[src/design/sync_serial_pkg.sv]
// Purpose: shared constants and types of the synchronous serial port control block
// Assumes: 100 MHz mclk; registers reached over a plain 16-bit strobe port
// Notes:   register offsets are byte addresses of the register port
`default_nettype none
package sync_serial_pkg;
   // ****************************************
   // clocking
   // ****************************************
   localparam int CLK_PERIOD_NS = 10;
   localparam int LS_PERIOD_NS  = 30518;                       // low speed clock period, ns
   localparam int LS_DIV        = LS_PERIOD_NS / CLK_PERIOD_NS; // rounds down

   // ****************************************
   // register map
   // ****************************************
   localparam logic [15:0] ADDR_DATA_BUFFER_LOW = 16'hF600;
   localparam logic [15:0] ADDR_DATA_BUFFER_HIGH = 16'hF601;
   localparam logic [15:0] ADDR_UNIT_MODE      = 16'hF602;
   localparam logic [15:0] ADDR_UNIT_CH_ENABLE = 16'hF606;
   localparam logic [15:0] ADDR_SYNC_PORT_MODE = 16'hF608;
   localparam logic [15:0] ADDR_SYNC_PORT_STAT = 16'hF60A;

   localparam logic [15:0] RST_UNIT_CH_ENABLE = 16'h0000;
   localparam logic [15:0] RST_SYNC_PORT_MODE = 16'h0000;
   localparam logic [7:0]  RST_SYNC_PORT_STAT = 8'h00;
   localparam logic [1:0]  RST_UNIT_MODE      = 2'h0;

   // unit_channel_enable fields
   localparam int BIT_SYNC_ENABLE = 0;
   localparam int BIT_UART_CH0    = 1;
   localparam int BIT_UART_CH1    = 9;

   // sync_port_status fields
   localparam int BIT_TUER = 0;
   localparam int BIT_ROER = 1;
   localparam int BIT_TOER = 2;
   localparam int BIT_FULL = 3;
   localparam int BIT_TXF  = 4;
   localparam int BIT_RXF  = 5;

   // unit modes
   localparam logic [1:0] UNIT_UART_FULL = 2'h2;
   localparam logic [1:0] UNIT_UART_HALF = 2'h3;

   // clock select codes
   localparam logic [4:0] CKSEL_LS      = 5'h00;
   localparam logic [4:0] CKSEL_LS_DIV2 = 5'h01;
   localparam logic [4:0] CKSEL_EXT     = 5'h18;

   // transfer modes
   localparam logic [1:0] XFER_STOP = 2'h0;
   localparam logic [1:0] XFER_RX   = 2'h1;
   localparam logic [1:0] XFER_TX   = 2'h2;
   localparam logic [1:0] XFER_TRX  = 2'h3;

   localparam logic [4:0] BITS_8  = 5'h08;
   localparam logic [4:0] BITS_16 = 5'h10;

   // ****************************************
   // carriers
   // ****************************************
   typedef struct packed {
      logic [15:0] addr;
      logic [15:0] wdata;
      logic        wr;
      logic        rd;
   } bus_req_t;

   // layout equals the sync_port_mode register
   typedef struct packed {
      logic       rsv15;
      logic       clock_polarity;
      logic       clock_type;
      logic [4:0] clock_select;
      logic [3:0] rsv7_4;
      logic       word_length;
      logic [1:0] transfer_mode;
      logic       bit_order;
   } port_mode_t;
endpackage
`default_nettype wire

[src/design/sync_serial_port_control.sv]
// Purpose: control, mode and status of a serial unit in synchronous port or UART role
// Assumes: 16-bit register port, read data one cycle after the read strobe
// Notes:   UART framing lives elsewhere; only its channel enables are kept here
//
// The address-and-strobe port is this design's own decision.
`default_nettype none
module sync_serial_port_control
   import sync_serial_pkg::*;
(
   input  wire logic     mclk,
   input  wire logic     rst_n,
   input  wire bus_req_t bus_req,
   output logic [15:0]   rdata,
   input  wire logic     sclk_in,
   output logic          sclk_out,
   output logic          sclk_oe,
   input  wire logic     sdi,
   output logic          sdo,
   output logic          sdo_oe,
   output logic          uart_ch0_enable,
   output logic          uart_ch1_enable
);
   typedef enum logic { ST_IDLE, ST_RUN } xfer_state_t;

   xfer_state_t state_reg;
   port_mode_t  mode_reg;
   logic [1:0]  unit_mode_reg;
   logic        sync_enable_reg;
   logic        sync_enable_d_reg;
   logic        buffer_full_reg;
   logic        tx_overrun_error_reg;
   logic        rx_overrun_error_reg;
   logic        tx_underrun_error_reg;
   logic        rx_unread_reg;
   logic [15:0] tx_buf_reg;
   logic [15:0] rx_data_reg;
   logic [15:0] tx_sh_reg;
   logic [15:0] rx_sh_reg;
   logic [4:0]  bit_cnt_reg;
   logic        clk_lvl_reg;
   logic        prev_lvl_reg;
   logic [1:0]  pins_s;

   logic sync_mode;
   logic is_slave;
   logic idle_lvl;
   logic tick;
   logic lead;
   logic trail;
   logic wr_low;
   logic wr_high;
   logic buf_start_wr;
   logic load;
   logic done;
   logic tx_on;
   logic rx_on;
   logic [4:0] nbits;
   logic [15:0] stat_word;
   logic [15:0] rx_word;

   // ****************************************
   // decode
   // ****************************************
   assign sync_mode = !unit_mode_reg[1];
   assign is_slave  = (mode_reg.clock_select == CKSEL_EXT);
   assign idle_lvl  = !mode_reg.clock_type;
   assign nbits     = mode_reg.word_length ? BITS_16 : BITS_8;
   assign tx_on     = mode_reg.transfer_mode[1];
   assign rx_on     = mode_reg.transfer_mode[0];
   assign wr_low    = bus_req.wr && (bus_req.addr == ADDR_DATA_BUFFER_LOW);
   assign wr_high   = bus_req.wr && (bus_req.addr == ADDR_DATA_BUFFER_HIGH);
   // a word write at the low address covers both bytes and so starts either length
   assign buf_start_wr = sync_mode && (wr_low || (wr_high && mode_reg.word_length));

   pin_sync #(.WIDTH(2)) u_pin_sync
   (
      .mclk         (mclk),
      .rst_n        (rst_n),
      .pin_in       ({sclk_in, sdi}),
      .pin_sync_out (pins_s)
   );

   serial_clock_divider u_divider
   (
      .mclk         (mclk),
      .rst_n        (rst_n),
      .clock_select (mode_reg.clock_select),
      .run          (state_reg == ST_RUN && !is_slave),
      .tick         (tick)
   );

   // ****************************************
   // transfer clock edges
   // ****************************************
   // slave edges come from the synchronised pin, polarity folded out
   always_comb
   begin
      lead  = 1'b0;
      trail = 1'b0;
      if (is_slave)
      begin
         lead  = (prev_lvl_reg == idle_lvl) && ((pins_s[1] ^ mode_reg.clock_polarity) != idle_lvl);
         trail = (prev_lvl_reg != idle_lvl) && ((pins_s[1] ^ mode_reg.clock_polarity) == idle_lvl);
      end
      else if (tick && state_reg == ST_RUN)
      begin
         lead  = (clk_lvl_reg == idle_lvl);
         trail = (clk_lvl_reg != idle_lvl);
      end
   end

   always_ff @(posedge mclk or negedge rst_n)
   begin
      if (!rst_n)
         prev_lvl_reg <= 1'b1;
      else
         prev_lvl_reg <= pins_s[1] ^ mode_reg.clock_polarity;
   end

   // master starts only with data; slave follows the master's first edge
   assign load = sync_enable_reg && (mode_reg.transfer_mode != XFER_STOP) && state_reg == ST_IDLE &&
                 (is_slave ? lead : buffer_full_reg);
   assign done = state_reg == ST_RUN && trail && (bit_cnt_reg == nbits - 5'h01);

   // ****************************************
   // transfer engine
   // ****************************************
   always_ff @(posedge mclk or negedge rst_n)
   begin
      if (!rst_n)
         state_reg <= ST_IDLE;
      else if (!sync_enable_reg)
         state_reg <= ST_IDLE;
      else
         unique case (state_reg)
            ST_IDLE: if (load) state_reg <= ST_RUN;
            ST_RUN:  if (done) state_reg <= ST_IDLE;
         endcase
   end

   always_ff @(posedge mclk or negedge rst_n)
   begin
      if (!rst_n)
         clk_lvl_reg <= 1'b1;
      else if (state_reg != ST_RUN || is_slave)
         clk_lvl_reg <= idle_lvl;
      else if (tick)
         clk_lvl_reg <= !clk_lvl_reg;
   end

   always_ff @(posedge mclk or negedge rst_n)
   begin
      if (!rst_n)
         bit_cnt_reg <= '0;
      else if (load)
         bit_cnt_reg <= '0;
      else if (state_reg == ST_RUN && trail)
         bit_cnt_reg <= bit_cnt_reg + 5'h01;
   end

   always_ff @(posedge mclk or negedge rst_n)
   begin
      if (!rst_n)
         tx_sh_reg <= '0;
      else if (load)
         tx_sh_reg <= tx_buf_reg;
      else if (state_reg == ST_RUN && trail)
         tx_sh_reg <= mode_reg.bit_order ? {tx_sh_reg[14:0], 1'b0} : {1'b0, tx_sh_reg[15:1]};
   end

   always_ff @(posedge mclk or negedge rst_n)
   begin
      if (!rst_n)
         rx_sh_reg <= '0;
      else if (state_reg == ST_RUN && trail)
         rx_sh_reg <= mode_reg.bit_order ? {rx_sh_reg[14:0], pins_s[0]} : {pins_s[0], rx_sh_reg[15:1]};
   end

   // lsb-first words arrive at the top of the shifter
   assign rx_word = mode_reg.bit_order ? (mode_reg.word_length ? rx_sh_reg : {8'h00, rx_sh_reg[7:0]})
                  : (mode_reg.word_length ? {pins_s[0], rx_sh_reg[15:1]} : {8'h00, pins_s[0], rx_sh_reg[15:9]});

   always_ff @(posedge mclk or negedge rst_n)
   begin
      if (!rst_n)
         rx_data_reg <= '0;
      else if (done && rx_on)
         rx_data_reg <= mode_reg.bit_order ? {rx_word[14:0], pins_s[0]} : rx_word;
   end

   // ****************************************
   // pins
   // ****************************************
   always_ff @(posedge mclk or negedge rst_n)
   begin
      if (!rst_n)
      begin
         sclk_out <= 1'b1;
         sclk_oe  <= 1'b0;
         sdo      <= 1'b1;
         sdo_oe   <= 1'b0;
      end
      else
      begin
         sclk_out <= clk_lvl_reg ^ mode_reg.clock_polarity;
         sclk_oe  <= sync_enable_reg && !is_slave;
         sdo      <= mode_reg.bit_order ? (mode_reg.word_length ? tx_sh_reg[15] : tx_sh_reg[7]) : tx_sh_reg[0];
         sdo_oe   <= sync_enable_reg && tx_on;
      end
   end

   // ****************************************
   // control registers
   // ****************************************
   always_ff @(posedge mclk or negedge rst_n)
   begin
      if (!rst_n)
         unit_mode_reg <= RST_UNIT_MODE;
      else if (bus_req.wr && bus_req.addr == ADDR_UNIT_MODE)
         unit_mode_reg <= bus_req.wdata[1:0];
   end

   always_ff @(posedge mclk or negedge rst_n)
   begin
      if (!rst_n)
      begin
         sync_enable_reg <= RST_UNIT_CH_ENABLE[BIT_SYNC_ENABLE];
         uart_ch0_enable <= RST_UNIT_CH_ENABLE[BIT_UART_CH0];
         uart_ch1_enable <= RST_UNIT_CH_ENABLE[BIT_UART_CH1];
      end
      else if (bus_req.wr && bus_req.addr == ADDR_UNIT_CH_ENABLE)
      begin
         if (sync_mode)
            sync_enable_reg <= bus_req.wdata[BIT_SYNC_ENABLE];
         if (!sync_mode)
            uart_ch0_enable <= bus_req.wdata[BIT_UART_CH0];
         if (unit_mode_reg == UNIT_UART_HALF)
            uart_ch1_enable <= bus_req.wdata[BIT_UART_CH1];
      end
   end

   always_ff @(posedge mclk or negedge rst_n)
   begin
      if (!rst_n)
         sync_enable_d_reg <= 1'b0;
      else
         sync_enable_d_reg <= sync_enable_reg;
   end

   // reserved bits are kept at zero
   always_ff @(posedge mclk or negedge rst_n)
   begin
      if (!rst_n)
         mode_reg <= RST_SYNC_PORT_MODE;
      else if (bus_req.wr && bus_req.addr == ADDR_SYNC_PORT_MODE)
      begin
         mode_reg        <= bus_req.wdata;
         mode_reg.rsv15  <= 1'b0;
         mode_reg.rsv7_4 <= 4'h0;
      end
   end

   // ****************************************
   // data buffer
   // ****************************************
   always_ff @(posedge mclk or negedge rst_n)
   begin
      if (!rst_n)
         tx_buf_reg <= '0;
      else if (wr_low)
         tx_buf_reg <= bus_req.wdata;
      else if (wr_high)
         tx_buf_reg[15:8] <= bus_req.wdata[7:0];
   end

   // a buffer write in the load cycle wins over the clear
   always_ff @(posedge mclk or negedge rst_n)
   begin
      if (!rst_n)
         buffer_full_reg <= RST_SYNC_PORT_STAT[BIT_FULL];
      else if (buf_start_wr)
         buffer_full_reg <= 1'b1;
      else if (load)
         buffer_full_reg <= 1'b0;
   end

   always_ff @(posedge mclk or negedge rst_n)
   begin
      if (!rst_n)
         rx_unread_reg <= 1'b0;
      else if (done && rx_on)
         rx_unread_reg <= 1'b1;
      else if (bus_req.rd && bus_req.addr == ADDR_DATA_BUFFER_LOW)
         rx_unread_reg <= 1'b0;
   end

   // ****************************************
   // error flags: set wins over write-one clear
   // ****************************************
   always_ff @(posedge mclk or negedge rst_n)
   begin
      if (!rst_n)
      begin
         tx_overrun_error_reg  <= RST_SYNC_PORT_STAT[BIT_TOER];
         rx_overrun_error_reg  <= RST_SYNC_PORT_STAT[BIT_ROER];
         tx_underrun_error_reg <= RST_SYNC_PORT_STAT[BIT_TUER];
      end
      else
      begin
         if (buf_start_wr && buffer_full_reg)
            tx_overrun_error_reg <= 1'b1;
         else if (bus_req.wr && bus_req.addr == ADDR_SYNC_PORT_STAT && bus_req.wdata[BIT_TOER])
            tx_overrun_error_reg <= 1'b0;
         if (done && rx_on && rx_unread_reg)
            rx_overrun_error_reg <= 1'b1;
         else if (bus_req.wr && bus_req.addr == ADDR_SYNC_PORT_STAT && bus_req.wdata[BIT_ROER])
            rx_overrun_error_reg <= 1'b0;
         if (tx_on && !buffer_full_reg &&
             (load || (is_slave && mode_reg.clock_type &&
                       ((sync_enable_reg && !sync_enable_d_reg) || done))))
            tx_underrun_error_reg <= 1'b1;
         else if (bus_req.wr && bus_req.addr == ADDR_SYNC_PORT_STAT && bus_req.wdata[BIT_TUER])
            tx_underrun_error_reg <= 1'b0;
      end
   end

   // ****************************************
   // read port
   // ****************************************
   assign stat_word = {8'h00, 2'b00,
                       state_reg == ST_RUN && rx_on,
                       state_reg == ST_RUN && tx_on,
                       buffer_full_reg, tx_overrun_error_reg,
                       rx_overrun_error_reg, tx_underrun_error_reg};

   always_ff @(posedge mclk or negedge rst_n)
   begin
      if (!rst_n)
         rdata <= '0;
      else if (bus_req.rd)
         unique case (bus_req.addr)
            ADDR_DATA_BUFFER_LOW:  rdata <= rx_data_reg;
            ADDR_DATA_BUFFER_HIGH: rdata <= {8'h00, rx_data_reg[15:8]};
            ADDR_UNIT_MODE:        rdata <= {14'h0000, unit_mode_reg};
            ADDR_UNIT_CH_ENABLE:   rdata <= {6'h00, uart_ch1_enable, 7'h00, uart_ch0_enable, sync_enable_reg};
            ADDR_SYNC_PORT_MODE:   rdata <= mode_reg;
            ADDR_SYNC_PORT_STAT:   rdata <= stat_word;
            default:               rdata <= 16'h0000;
         endcase
      else
         rdata <= 16'h0000;
   end
endmodule // sync_serial_port_control
`default_nettype wire

[src/design/pin_sync.sv]
// Purpose: two-flop synchroniser for pin inputs
// Assumes: inputs are asynchronous to mclk
// Notes:   only the second stage may be read by logic
`default_nettype none
module pin_sync #(parameter int WIDTH = 2)
(
   input  wire logic             mclk,
   input  wire logic             rst_n,
   input  wire logic [WIDTH-1:0] pin_in,
   output logic      [WIDTH-1:0] pin_sync_out
);
   logic [WIDTH-1:0] stage1_reg;

   always_ff @(posedge mclk or negedge rst_n)
   begin
      if (!rst_n)
      begin
         stage1_reg   <= '0;
         pin_sync_out <= '0;
      end
      else
      begin
         stage1_reg   <= pin_in;
         pin_sync_out <= stage1_reg;
      end
   end
endmodule // pin_sync
`default_nettype wire

[src/design/serial_clock_divider.sv]
// Purpose: one-cycle tick per transfer clock edge, at twice the selected transfer clock rate
// Assumes: mclk serves as the high speed clock
// Notes:   low speed clock is an enable derived from mclk
`default_nettype none
module serial_clock_divider
   import sync_serial_pkg::*;
(
   input  wire logic       mclk,
   input  wire logic       rst_n,
   input  wire logic [4:0] clock_select,
   input  wire logic       run,
   output logic            tick
);
   logic [11:0] ls_cnt_reg;
   logic        ls_tick;
   logic [6:0]  div_cnt_reg;
   logic        hs_sel;
   logic        src;
   logic [6:0]  last;

   // low speed enable runs free
   always_ff @(posedge mclk or negedge rst_n)
   begin
      if (!rst_n)
         ls_cnt_reg <= '0;
      else if (ls_cnt_reg == 12'(LS_DIV - 1))
         ls_cnt_reg <= '0;
      else
         ls_cnt_reg <= ls_cnt_reg + 12'h001;
   end
   assign ls_tick = (ls_cnt_reg == 12'(LS_DIV - 1));

   // undefined codes fall back to the low speed clock
   assign hs_sel = (clock_select[4:3] == 2'b10);
   assign src    = hs_sel ? 1'b1 : ls_tick;
   always_comb
   begin
      if (hs_sel)
         last = 7'((8'h01 << clock_select[2:0]) - 8'h01);
      else if (clock_select == CKSEL_LS_DIV2)
         last = 7'h01;
      else
         last = 7'h00;
   end

   always_ff @(posedge mclk or negedge rst_n)
   begin
      if (!rst_n)
         div_cnt_reg <= '0;
      else if (!run)
         div_cnt_reg <= '0;
      else if (src)
         div_cnt_reg <= (div_cnt_reg >= last) ? 7'h00 : div_cnt_reg + 7'h01;
   end
   assign tick = run && src && (div_cnt_reg >= last);
endmodule // serial_clock_divider
`default_nettype wire

[config.mk]
export PLATFORM = sky130hd
export DESIGN_NAME = sync_serial_port_control
export DESIGN_NICKNAME = d
export VERILOG_FILES = /design/src/design/sync_serial_pkg.sv /design/src/design/sync_serial_port_control.sv /design/src/design/pin_sync.sv /design/src/design/serial_clock_divider.sv
export SDC_FILE = /design/constraint.sdc
export NUM_CORES = 1
export LEC_CHECK = 0
export ABC_AREA = 1
export BUFFER_PORTS_ARGS = -buffer_cell sky130_fd_sc_hd__buf_4
export CAP_MARGIN = 20
export CORE_UTILIZATION = 48
export DETAILED_ROUTE_END_ITERATION = 10
export GPL_TIMING_DRIVEN = 0
export PLACE_DENSITY = 0.66
export SLEW_MARGIN = 20
export SYNTH_ARGS = -nofsm -noshare
export SYNTH_HDL_FRONTEND = slang
export SYNTH_SLANG_ARGS = --single-unit
[constraint.sdc]
create_clock -name mclk -period 2.8 [get_ports mclk]
set_input_delay 0.42 -clock mclk [delete_from_list [all_inputs] [get_ports mclk]]
set_output_delay 0.42 -clock mclk [all_outputs]
set_load 0.03 [all_outputs]
======== After elaboration in Yosys (flattened, before gate mapping) ========
Cells that the tools add are included.
word-level totals
  logic and storage cells ................. 163
  input bits .............................. 38
  bits in registers ....................... 137
  output and inout port bits .............. 22
operators by class
  equal/unequal tests ..................... 18
  mux-type cells .......................... 43
  bitwise gates (word level) .............. 4
  shift operators ......................... 1
  magnitude comparators ................... 1
  add/sub/neg operators ................... 5
  reduce and logical (&&, ||, !) cells .... 57
operators with widths
  cell                     count
  $mux W16                 9
  $eq A16 B16 Y1 const B   6
  $pmux W16 S6             1
  $logic_and A1 B1 Y1      35
  $mux W7                  4
  $mux W1                  22
  $reduce_bool A2 Y1       9
  $mux W8                  2
  $mux W5                  3
  $add A12 B1 Y12 const B  1
  $eq A12 B12 Y1 const B   1
  $mux W12                 1
  $add A7 B1 Y7 const B    1
  $ge A7 B7 Y1             1
  $shl A1 B3 Y7 const A    1
  $sub A7 B1 Y7 const B    1
  $logic_not A1 Y1         6
  $reduce_and A2 Y1        3
  $add A5 B1 Y5 const B    1
  $eq A5 B1 Y1 const B     1
  $eq A5 B5 Y1             1
  $eq A5 B5 Y1 const B     1
  $sub A5 B1 Y5 const B    1
  $eq A2 B2 Y1 const B     2
  7 further kinds          15

======== Logic depth before layout (Yosys ltp) ========
Gate-level depths: netlist (run 1).
  depth after elaboration ................. 15
  depth in mapped cells ................... 20
  gate-level depth less buffers ........... 20

======== Modules after synthesis ========
A second synthesis (run 1) with hierarchy kept.
second synthesis, totals
  cells, all modules ...................... 877
  area, all modules ....................... 7,124.3 um^2
modules (own cells, without submodules)
  module                    cells each  area each (um^2)  times used  sequential area each (um^2)
  sync_serial_port_control  689         5,657.9           1           2,857.7
  serial_clock_divider      184         1,366.3           1           475.5
  pin_sync                  4           100.1             1           100.1

======== Least setup slack after synthesis (run 1) ========
Ideal clock, no wire load.
  path type ............................... reg-to-reg
  start point ............................. register mode_reg[11] in the netlist's numbering
  end point ............................... register rx_data_reg[0]
  clock period less this slack ............ 2.314 ns
  data required time ...................... 2.684 ns
  slack ................................... 0.486 ns
  arrival time ............................ 2.198 ns
  cell stages (with the launch flop) ...... 18
  library setup time ...................... 0.116 ns
  buffers on the path ..................... 1
  cells stage by stage .................... dfrtp_1 > nor2_1 > inv_1 > nor2_1 > o21ai_0 > ha_1 > nand2_1 > a21oi_1 > nor2_1 > nand2_1 > nand4_1 > nand2_1 > nand3_2 > nor2_4 > buf_6 > inv_2 > nand2_1 > nand2_1
on the way
  cells in the longest elaborated chain, start to end .. 11
  elaborated cells between the ends (all ways) .. 17
  classes of those cells .................. 1 x order compare; 3 x eq/ne; 5 x mux; 8 x reduce/logical
RTL lines
  element                                                     line                                                        RTL
  from (decl)                                                 sync_serial_port_control.sv:26                              port_mode_t mode_reg;
  from (signal assigned)                                      sync_serial_port_control.sv:257                             mode_reg <= bus_req.wdata;
  $eq A5 B1 Y1 / $eq A5 B5 Y1 (equally long branches)         serial_clock_divider.sv:40, sync_serial_port_control.sv:65
  $mux W1 / $logic_not A1 Y1 (equally long branches)          serial_clock_divider.sv:40, sync_serial_port_control.sv:88
  $mux W7 / $logic_and A1 B1 Y1 (equally long branches)       serial_clock_divider.sv:38, sync_serial_port_control.sv:88
  $ge A7 B7 Y1 / $logic_and A1 B1 Y1 (equally long branches)  serial_clock_divider.sv:55                                  assign tick = run && src && (div_cnt_reg >= last);
  $logic_and A1 B1 Y1                                         serial_clock_divider.sv:55
  $logic_and A1 B1 Y1                                         sync_serial_port_control.sv:105                             else if (tick && state_reg == ST_RUN)
  $mux W1                                                     sync_serial_port_control.sv:105
  $mux W1 (*)                                                 sync_serial_port_control.sv:100                             if (is_slave)
  $logic_and A1 B1 Y1 (*) (2 in series)                       sync_serial_port_control.sv:123                             assign done = state_reg == ST_RUN && trail && (bit_cnt_reg == nbits - 5'h01);
  $logic_and A1 B1 Y1 (*)                                     sync_serial_port_control.sv:187                             else if (done && rx_on)
  to (signal assigned)                                        sync_serial_port_control.sv:188                             rx_data_reg <= mode_reg.bit_order ? {rx_word[14:0], pins_s[0]} : rx_word;
  to (decl)                                                   sync_serial_port_control.sv:36                              logic [15:0] rx_data_reg;
Mark *: on every way between the ends. The rest lies on a longest branch, timed or not.
A chain may end at the register's enable or synchronous reset.

======== Final worst setup path (run 1) ========
  start point ............................. register mode_reg[11] in the netlist's numbering
  end point ............................... register rx_data_reg[12]
Same word-level chain as after synthesis.

==> flow_summary.ini, run 1 <==
[run_status]
status = completed

[worst_setup_path]
cpMaxStageDelayCell = dfrtp_2
cp_slowest_stage_delay_ps = 460
startpoint_type = flop
required_ps = 3130
worstSetupPathType = flop to flop
r2r-start = mode_reg[11]
crit_start = mode_reg[11]
cp.arrival_ps = 2940
critPathCapture = rx_data_reg[12]
r2r_slack_ps = 190
ff2ff_path_depth = 16
cp_max_fo = 10
critPathCaptureType = flop
r2r-end = rx_data_reg[12]
path_cells = nor2_2 -> inv_1 -> nor2_4 -> o21ai_0 -> ha_1 -> nand2_1 -> a21oi_1 -> nor2_1 -> nand2_1 -> nand4_1 -> nand2_2 -> nand3_2 -> nor2_4 -> buf_6 -> nand3_1 -> o21ai_0

[placed_design]
place_inst = 1077
gp_congestion = 0.874
post-place-ws_ps = 70.4
dpl.hpwl_microns = 12000
post_dp_cell_area_sq_mm = 0.00752
io_buffer_count = 58

[routing]
dr.pass1.iters = 5
via_count = 5769
drc = 0
postRouteAntennaNets = 0
wl_microns = 16600
vias_per_cell = 5.19
wl_per_cell_microns = 15.0
drt_iter0_markers = 416

[cts]
cts_max_path_buffers = 2
htreeDepth = 4
cts_sinks = 137
cts_tree = done
numCtsBuffers = 17
clock_latency_ps = 420
cts-root-buf = clkbuf_16
path_clk_slew_ps = 60

[logic_synthesis]
synth-simple-area-share_pct = 22.0
synth.cell_area_sq_mm = 0.00682
synth_compound_area_share_pct = 14.9
syn-num-nets = 887
synth_top_family_by_area = simple AND/OR/NAND/NOR gates
ys_types = 41
synth_top_flop_cell = dfrtp_1
ys_seq_area_share_pct = 50.3
yosys_warnings = 0
synth_xor_area_share_pct = 1.54
syn_inst = 838
synth_adder_area_share_pct = 2.02
synth_edf_count = 0
async_flop_share_pct = 100
ys_ff_latch = 137
synthMuxAreaShare_pct = 0.660
syn_avg_cell_area_sq_um = 8.14

[cells_and_area]
final_nets = 967
insertedDiodeCount = 0
final_common_cell = nand2_1
fin_util_pct = 58.8
area_growth_pct = 19.7
drive_gt1_share_pct = 15.4
final_area_sq_mm = 0.00817
finalNonFillerCells = 1111
final_cell_mix = 207 x nand2_1, 132 x dfrtp_1, 114 x o21ai_0, 108 x inv_1, 62 x buf_4
fill_cells = 1292

[floorplanning]
die_w_microns = 121
start_util_pct = 49.2
die_area_sq_mm = 0.0147
die_y_microns = 121
io_pins = 60
fp.coreArea_sq_mm = 0.0139
fp-row-count = 43

[global_route]
grt_pass1_vias = 5330
grt_usage_pct = 24.6
grt_max_degree = 81
antenna_found_initial = 0
grt_pass1_wl_microns = 27400
overflow = 0

[sta]
fin_worst_skew_ps = 7.79
setup_viol = 0
fin_crit_sh_pct = 93.1
finalHoldViolCount = 0
fmax_ghz = 0.384
fin_crit_ps = 2610
setup_tns_ps = 0
slew-limit-headroom_pct = 59.0
slew_viol_final = 0
tightest_slew_ps = 611
whs_ps = 97.6
setup_slack_ps = 193

[pwr]
total_power_mw = 4.45
p_leak_nw = 4.01
power_density_mw_per_mm2 = 546
peakVddDrop_v = 0.000395

[worst_hold_path]
min_from = sclk_in
holdCritPathClass = primary input to flop

[run]
cap_violations = 0
## area by class of cell
class	instances	area, sq um	area share (%)
multi-input cells	559	2820	34.5
well taps	180	225	2.76
repair buffers	61	488	5.98
inverters	113	424	5.19
plain buffers	29	163	1.99
clock buffers	22	474	5.81
clock inverters	10	141	1.73
flip-flops and latches	137	3430	42.1
## worst min path at each step
stage                                      end  depth (start not counted)
finish                u_pin_sync.stage1_reg[1]                          1
global route          u_pin_sync.stage1_reg[1]                          1
CTS                   u_pin_sync.stage1_reg[1]                          1
detailed placement  u_pin_sync.pin_sync_out[0]                          0
global placement    u_pin_sync.pin_sync_out[1]                          0
floorplan                       bit_cnt_reg[0]                          0
## where the power goes
part | internal [mW] | switching, mW | total (mW)
clock network | 1.47 | 0.860 | 2.33
logic | 0.0492 | 0.0835 | 0.133
registers | 1.99 | 0.00277 | 1.99
total | 3.51 | 0.946 | 4.45
## cells in the mapped netlist (all sizes together), types with 8 or more instances
cell type	count	area (sq um)
nand2	212	816
dfrtp	133	3330
o21ai	121	621
inv	113	424
nor2	66	265
nand3	50	265
o211ai	22	165
buf	17	118
a21oi	14	70.1
clkbuf	12	45.0
nor3	12	60.1
ha	11	138
nand4	8	56.3
o31ai	8	60.1
xor2	8	70.1
## cell families (layout without fill, tap and decap cells)
family,after synthesis,after routing
and+or+nand+nor,353,353
adders and majority gates,11,11
AOI/OAI and AO/OA,179,179
buffers and inverters,142,235
muxes,4,4
DFF,137,137
xor gates and xnor gates,12,12
## critical path, delay by kind of cell (launching register included)
kind	cells	cell delay, ps
compound gates	3	340
flops	1	460
buf+inv	2	270
simple gates	10	1130
fa+ha+maj	1	300
## timing repair
item / 4_1_cts / 5_1_grt
setup buffers: 0 / 1
endpoints found under the setup margin: 0 / 55
hold endpoints to repair: 55 / 0
resized for setup: 0 / 5
hold buffers: 1 / 0
## metal layers
metal | part of all wire, % | vias to the layer above | wire, microns | track usage, %
met3 | 4.5 | 17 | 742 | 5.22
met1 | 49 | 2727 | 8130 | 35.2
met4 | 1.2 | 0 | 196 | 7.25
met5 | 0 | - | 0 | 0
li1 | - | 2892 | - | -
met2 | 45 | 133 | 7540 | 37.6
Note: power is estimated with default switching activity, not from simulation.
==> run 2: changes to the inputs <==
- SYNTH_HIERARCHICAL: unset -> 1
==> run 2 against run 1 <==
Clock skew about the same. Critical path depth is 4 higher. Worst hold slack improved by 6.8 ps. Routed wire length up 6.9%. Largest cell class unchanged. Global-route usage grew 0.61 points. Register-to-register slack worse by 40 ps. Sequential cell count did not move. Critical endpoint is now rx_data_reg[8]. Highest routed layer unchanged.
==> flow_summary.ini, run 2 <==
[logic_synthesis]
synth.top_cell.area_share_pct = 46.7
synth_top_flop_cell = dfrtp_1
yosys.area.top_type = dfrtp_1
yosysMostFrequentCell = nand2_1
synth.cell_area_sq_mm = 0.00712
syn-num-nets = 926
syn_avg_cell_area_sq_um = 8.12
synthTopCellsByCount = 236 x nand2_1, 133 x dfrtp_1, 83 x inv_1, 65 x nor2_1, 64 x o21ai_0
ys_ff_latch = 137
async_flop_share_pct = 100
ys_seq_area_share_pct = 48.2
syn_inst = 877
yosys_warnings = 6
synth_edf_count = 0
ys_types = 44
ys_top_cells_by_area = dfrtp_1 47%, nand2_1 12%, o21ai_0 4.5%, nand3_1 4.4%, inv_1 4.4%

[sta]
slew_viol_final = 0
fin_crit_sh_pct = 94.5
fin_worst_skew_ps = 7.63
tightest_slew_ps = 754
slew-limit-headroom_pct = 49.7
whs_ps = 104
setup_viol = 0
fin_crit_ps = 2650
fmax_ghz = 0.378
finalHoldViolCount = 0
setup_slack_ps = 153

[routing]
drc = 0
wl_microns = 17800
vias_per_cell = 5.28
postRouteAntennaNets = 0
drt_iter0_markers = 465
via_count = 6151
wl_per_cell_microns = 15.2
dr.pass1.iters = 5

[cells_and_area]
multi_input_area_sq_mm = 0.00325
seq_area_sq_mm = 0.00344
final_nets = 1018
final_cell_mix = 231 x nand2_1, 128 x dfrtp_1, 80 x inv_1, 75 x buf_4, 63 x nor2_1
insertedDiodeCount = 0
area_growth_pct = 22.2
final_area_sq_mm = 0.00871
fill_cells = 1318
final_common_cell = nand2_1
drive_gt1_share_pct = 21.8

[cts]
cts_max_path_buffers = 2
cts-root-buf = clkbuf_16
clock_latency_ps = 420
path_clk_slew_ps = 50
numCtsBuffers = 17
cts_tree = done
cts_sinks = 137
htreeDepth = 4

[pwr]
switchingPower_uw = 915
clkPwrFrac_pct = 52.7
sw_frac_of_total_pct = 20.3
p_leak_nw = 4.09
p_int_mw = 3.60
power_density_mw_per_mm2 = 519
peakVddDrop_v = 0.000470
seq_power_share_pct = 44.0
total_power_mw = 4.52
p_comb_share_pct = 3.3

[worst_setup_path]
cp.arrival_ps = 3000
cp_max_fo = 6
cp_top_family = simple AND/OR/NAND/NOR gates
cp.buffers_inverters = 4
cp_slowest_stage_delay_ps = 410
startpoint_type = flop
required_ps = 3150
critPathCaptureType = flop
cpMaxStageDelayCell = dfrtp_2
path_cells = inv_2 -> nand2_4 -> inv_4 -> nand2_4 -> inv_4 -> o21ai_1 -> ha_1 -> nand2_1 -> nor2_2 -> a21oi_4 -> nor2_2 -> o21ai_1 -> a21oi_1 -> nand2_1 -> nand2_2 -> nand2_4 -> nor2_8 -> buf_6 -> nand3_2 -> nand2_1
worstSetupPathType = flop to flop

[run]
cap_violations = 0

[floorplanning]
start_util_pct = 49.0
fp.coreArea_sq_mm = 0.0145
io_pins = 60
fp-row-count = 44
die_area_sq_mm = 0.0153
die_w_microns = 124
die_y_microns = 124

[placed_design]
post-place-ws_ps = -269
post_dp_cell_area_sq_mm = 0.00783
io_buffer_count = 58
gp_congestion = 0.847
dpl.hpwl_microns = 12600

[global_route]
grt_pass1_wl_microns = 29000
use_met1_pct = 35.3
met3_usage_pct = 4.44
grt_max_degree = 76
busiest_layer = met2
grt_usage_pct = 25.2
overflow = 0
antenna_found_initial = 0
grtUsageMet2_pct = 39.1
grt_pass1_vias = 5817

[run_status]
status = completed

[worst_hold_path]
holdCritPathClass = primary input to flop
## run 2: repair_timing
| action | CTS | global route |
|---|---|---|
| pin swaps | 3 | 15 |
| setup buffers | 3 | 7 |
| hold buffers | 1 | 0 |
| endpoints found under the setup margin | 57 | 57 |
| resized for setup | 6 | 43 |
| cloned | 2 | 1 |
| hold endpoints to repair | 59 | 0 |
## run 2: power groups by stage
stage | clock network (mW) | registers, mW | logic, mW
floorplan | 0 | 2.02 | 0.0398
global placement | 0 | 2.02 | 0.142
detailed placement | 0 | 2.02 | 0.148
CTS | 2.42 | 1.99 | 0.150
global route | 2.52 | 1.99 | 0.165
finish | 2.38 | 1.99 | 0.147
## run 2: logic make-up after synthesis
family	synth area share [%]
simple gates	27.7
mux	1.69
compound gates	11.3
fa+ha+maj	1.93
xor+xnor	1.46
buf+inv	7.80
flops	48.2
## run 2: metrics by stage
step / std cells / setup TNS, ps / util (%)
floorplan: 877 / 0 / -
global placement: 1119 / -8940 / 53.6
detailed placement: 1120 / -10350 / 53.8
CTS: 1158 / 0 / 58.7
global route: 1166 / -1130 / 59.9
finish: 1166 / 0 / 59.9
## run 2: layer usage
layer | wire, microns | vias up | share of wire, %
met5 | 0 | - | 0
met4 | 333 | 0 | 1.9
met3 | 701 | 28 | 3.9
met2 | 8150 | 143 | 46
met1 | 8580 | 2933 | 48
li1 | - | 3047 | -
## run 2: cell type report
| class | instances | area share, % |
|---|---|---|
| Buffer | 30 | 2.11 |
| Clock buffer | 26 | 6.08 |
| Clock inverter | 6 | 1.24 |
| Inverter | 102 | 4.51 |
| Multi-Input combinational cell | 609 | 37.3 |
| Sequential cell | 137 | 39.5 |
| Tap cell | 184 | 2.64 |
| Timing Repair Buffer | 72 | 6.64 |
## run 2: path summary, 6_finish.rpt
kind / from / endpoint / slack (ps) / depth (start not counted)
worst max-delay path: mode_reg[11] / rx_data_reg[8] / 150 / 20
worst min-delay path: sclk_in / u_pin_sync/stage1_reg[1] / 100 / 1
worst max register to register: mode_reg[11] / rx_data_reg[8] / 150 / 20
worst min register to register: u_pin_sync/stage1_reg[1] / u_pin_sync/pin_sync_out[1] / 350 / 0
max in group asynchronous: rst_n / sdo / 1520 / 3
min in group asynchronous: rst_n / u_divider/ls_cnt_reg[10] / 520 / 2
==> run 3: changes to the inputs <==
- BUFFER_PORTS_ARGS: -buffer_cell sky130_fd_sc_hd__buf_4 -> unset
- DONT_BUFFER_PORTS: unset -> 1
- PLACE_DENSITY: 0.66 -> unset
==> run 3 against run 2 <==
The run now ends with negative hold slack left. Register-to-register slack worse by 20 ps. Worst hold slack got worse by 420 ps. Critical path depth stayed put. Final cell count shrank 5.1%. Maximum frequency down 0.62%. Non-clock buffer count is 60 lower. Clock power is 2% higher. Worst setup slack got worse by 16 ps. Routed wire length up 2.9%. Critical endpoint is now rx_data_reg[4]. Largest cell class unchanged.
==> flow_summary.ini, run 3 (synthesized netlist as in run 2, its figures left out) <==
[run_status]
status = complete, but fails checks
violations = negative hold slack

[floorplanning]
io_pins = 60
die_y_microns = 124
die_w_microns = 124
die_area_sq_mm = 0.0153
fp.coreArea_sq_mm = 0.0145
start_util_pct = 49.0
fp-row-count = 44

[sta]
fin_worst_skew_ps = 10.2
tightest_slew_ps = 803
setup_viol = 0
fmax_ghz = 0.375
whs_ps = -318
fin_crit_ps = 2660
slew_viol_final = 0
rsz0062_at_grt = true
finalHoldViolCount = 137
setup_slack_ps = 137
fin_crit_sh_pct = 95.1
slew-limit-headroom_pct = 46.1

[worst_setup_path]
path_cells = inv_2 -> nand2_2 -> inv_2 -> nand2_2 -> inv_2 -> nand2_1 -> ha_1 -> nand2_1 -> nor2_2 -> a21oi_4 -> nor2_2 -> o21ai_1 -> a21oi_1 -> nand2_1 -> nand2_4 -> nand2_8 -> nor2_8 -> buf_4 -> nand2_1 -> nand2_1
cp_max_fo = 5
startpoint_type = flop
cp_common_cell = nand2_1
critPathCaptureType = flop
cpMaxStageDelayCell = dfrtp_2
cp.buffers_inverters = 4
cp_top_family = simple AND/OR/NAND/NOR gates
required_ps = 3170
cp.arrival_ps = 3030
worstSetupPathType = flop to flop
cp_slowest_stage_delay_ps = 420

[pwr]
total_power_mw = 4.46
power_density_mw_per_mm2 = 544
p_leak_nw = 3.73
peakVddDrop_v = 0.000449

[placed_design]
dpl.hpwl_microns = 13200
io_buffer_count = 0
gp_congestion = 0.885
post-place-ws_ps = -283

[run]
cap_violations = 0

[cts]
cts_max_path_buffers = 2
path_clk_slew_ps = 60
clock_latency_ps = 430
cts-root-buf = clkbuf_16
htreeDepth = 4
cts_tree = done
numCtsBuffers = 17
cts_sinks = 137

[routing]
dr.pass1.iters = 5
postRouteAntennaNets = 0
via_count = 5976
wl_microns = 18300
drt_iter0_markers = 390
wl_per_cell_microns = 16.5
drc = 0
vias_per_cell = 5.40

[cells_and_area]
area_growth_pct = 15.0
final_common_cell = nand2_1
fin_util_pct = 56.4
final_cell_mix = 231 x nand2_1, 130 x dfrtp_1, 80 x inv_1, 63 x nor2_1, 60 x nand3_1
fill_cells = 1349
final_nets = 958
insertedDiodeCount = 0
drive_gt1_share_pct = 16.1

[global_route]
grt_max_degree = 138
grt_pass1_wl_microns = 29200
antenna_found_initial = 0
overflow = 0
grt_pass1_vias = 5868
grt_usage_pct = 25.2

[worst_hold_path]
holdCritPathClass = primary input to async pin
## run 3: changes by cell type in the layout (fill, tap and decap cells not counted), moves of 2 or more
cell	before	now
buf_4	75	14
buf_6	6	8
clkbuf_8	7	2
dfrtp_1	128	130
dfrtp_2	5	3
inv_2	18	20
inv_4	4	2
inv_6	0	2
nand2_4	4	2
o21ai_0	59	55
o21ai_1	41	45
## run 3: final cells by class
type / instances / area [sq um] / area share (%)
sequential: 137 / 3440 / 41.9
buffer: 30 / 193 / 2.35
multi-input combinational: 609 / 3220 / 39.3
inverter: 102 / 388 / 4.73
tap: 184 / 230 / 2.81
timing repair buffer: 12 / 98.8 / 1.21
clock inverter: 11 / 168 / 2.05
clock buffer: 21 / 460 / 5.62
## run 3: per-layer routing
metal	global-route usage, %	up-vias	share of wire (%)
li1	-	2921	-
met1	32.0	2878	45
met2	41.5	149	48
met3	6.00	28	5.1
met4	9.86	0	2.0
met5	0	-	0
## run 3: repair_timing
item                                    CTS  global route
gates cloned                              1             2
setup buffers                             4             4
gates resized for setup                   7            39
pin swaps                                 4             8
hold endpoints to repair                137           139
endpoints found under the setup margin   57            56
## run 3: worst register-to-register path: cells and delay by family, from the launching register on
family,cells,cell delay (ps)
fa+ha+maj,1,290
buf+inv,4,390
simple gates,12,1220
compound gates,3,290
flops,1,420
## run 3: final timing paths
path | startpoint | to | slack, ps | depth (start not counted)
worst min register to register | u_pin_sync/stage1_reg[0] | u_pin_sync/pin_sync_out[0] | 350 | 0
min in group mclk | bus_req[15] | mode_reg[13] | 110 | 2
worst max-delay path | mode_reg[11] | rx_data_reg[4] | 140 | 20
max in group asynchronous | rst_n | u_divider/ls_cnt_reg[2] | 2830 | 0
worst min-delay path | rst_n | u_divider/div_cnt_reg[5] | -320 | 0
worst max register to register | mode_reg[11] | rx_data_reg[4] | 140 | 20
## run 3: stage by stage
step,std cells,cell area [sq um],hold slack (ps),setup TNS [ps]
after detailed placement,1061,7350,127,-12050
after floorplan,877,7120,124,0
final,1106,8190,-318,0
after CTS,1098,8030,-332,0
after global placement,1061,7350,128,-8460
after global routing,1106,8190,-336,-1470
## run 3: power breakdown
| part | internal, mW | switching [mW] | total, mW | leakage [nW] |
|---|---|---|---|---|
| clock network | 1.54 | 0.881 | 2.42 | 0.304 |
| registers | 1.98 | 0.00255 | 1.99 | 1.84 |
| logic | 0.0161 | 0.0377 | 0.0538 | 1.59 |
| total | 3.54 | 0.921 | 4.46 | 3.73 |
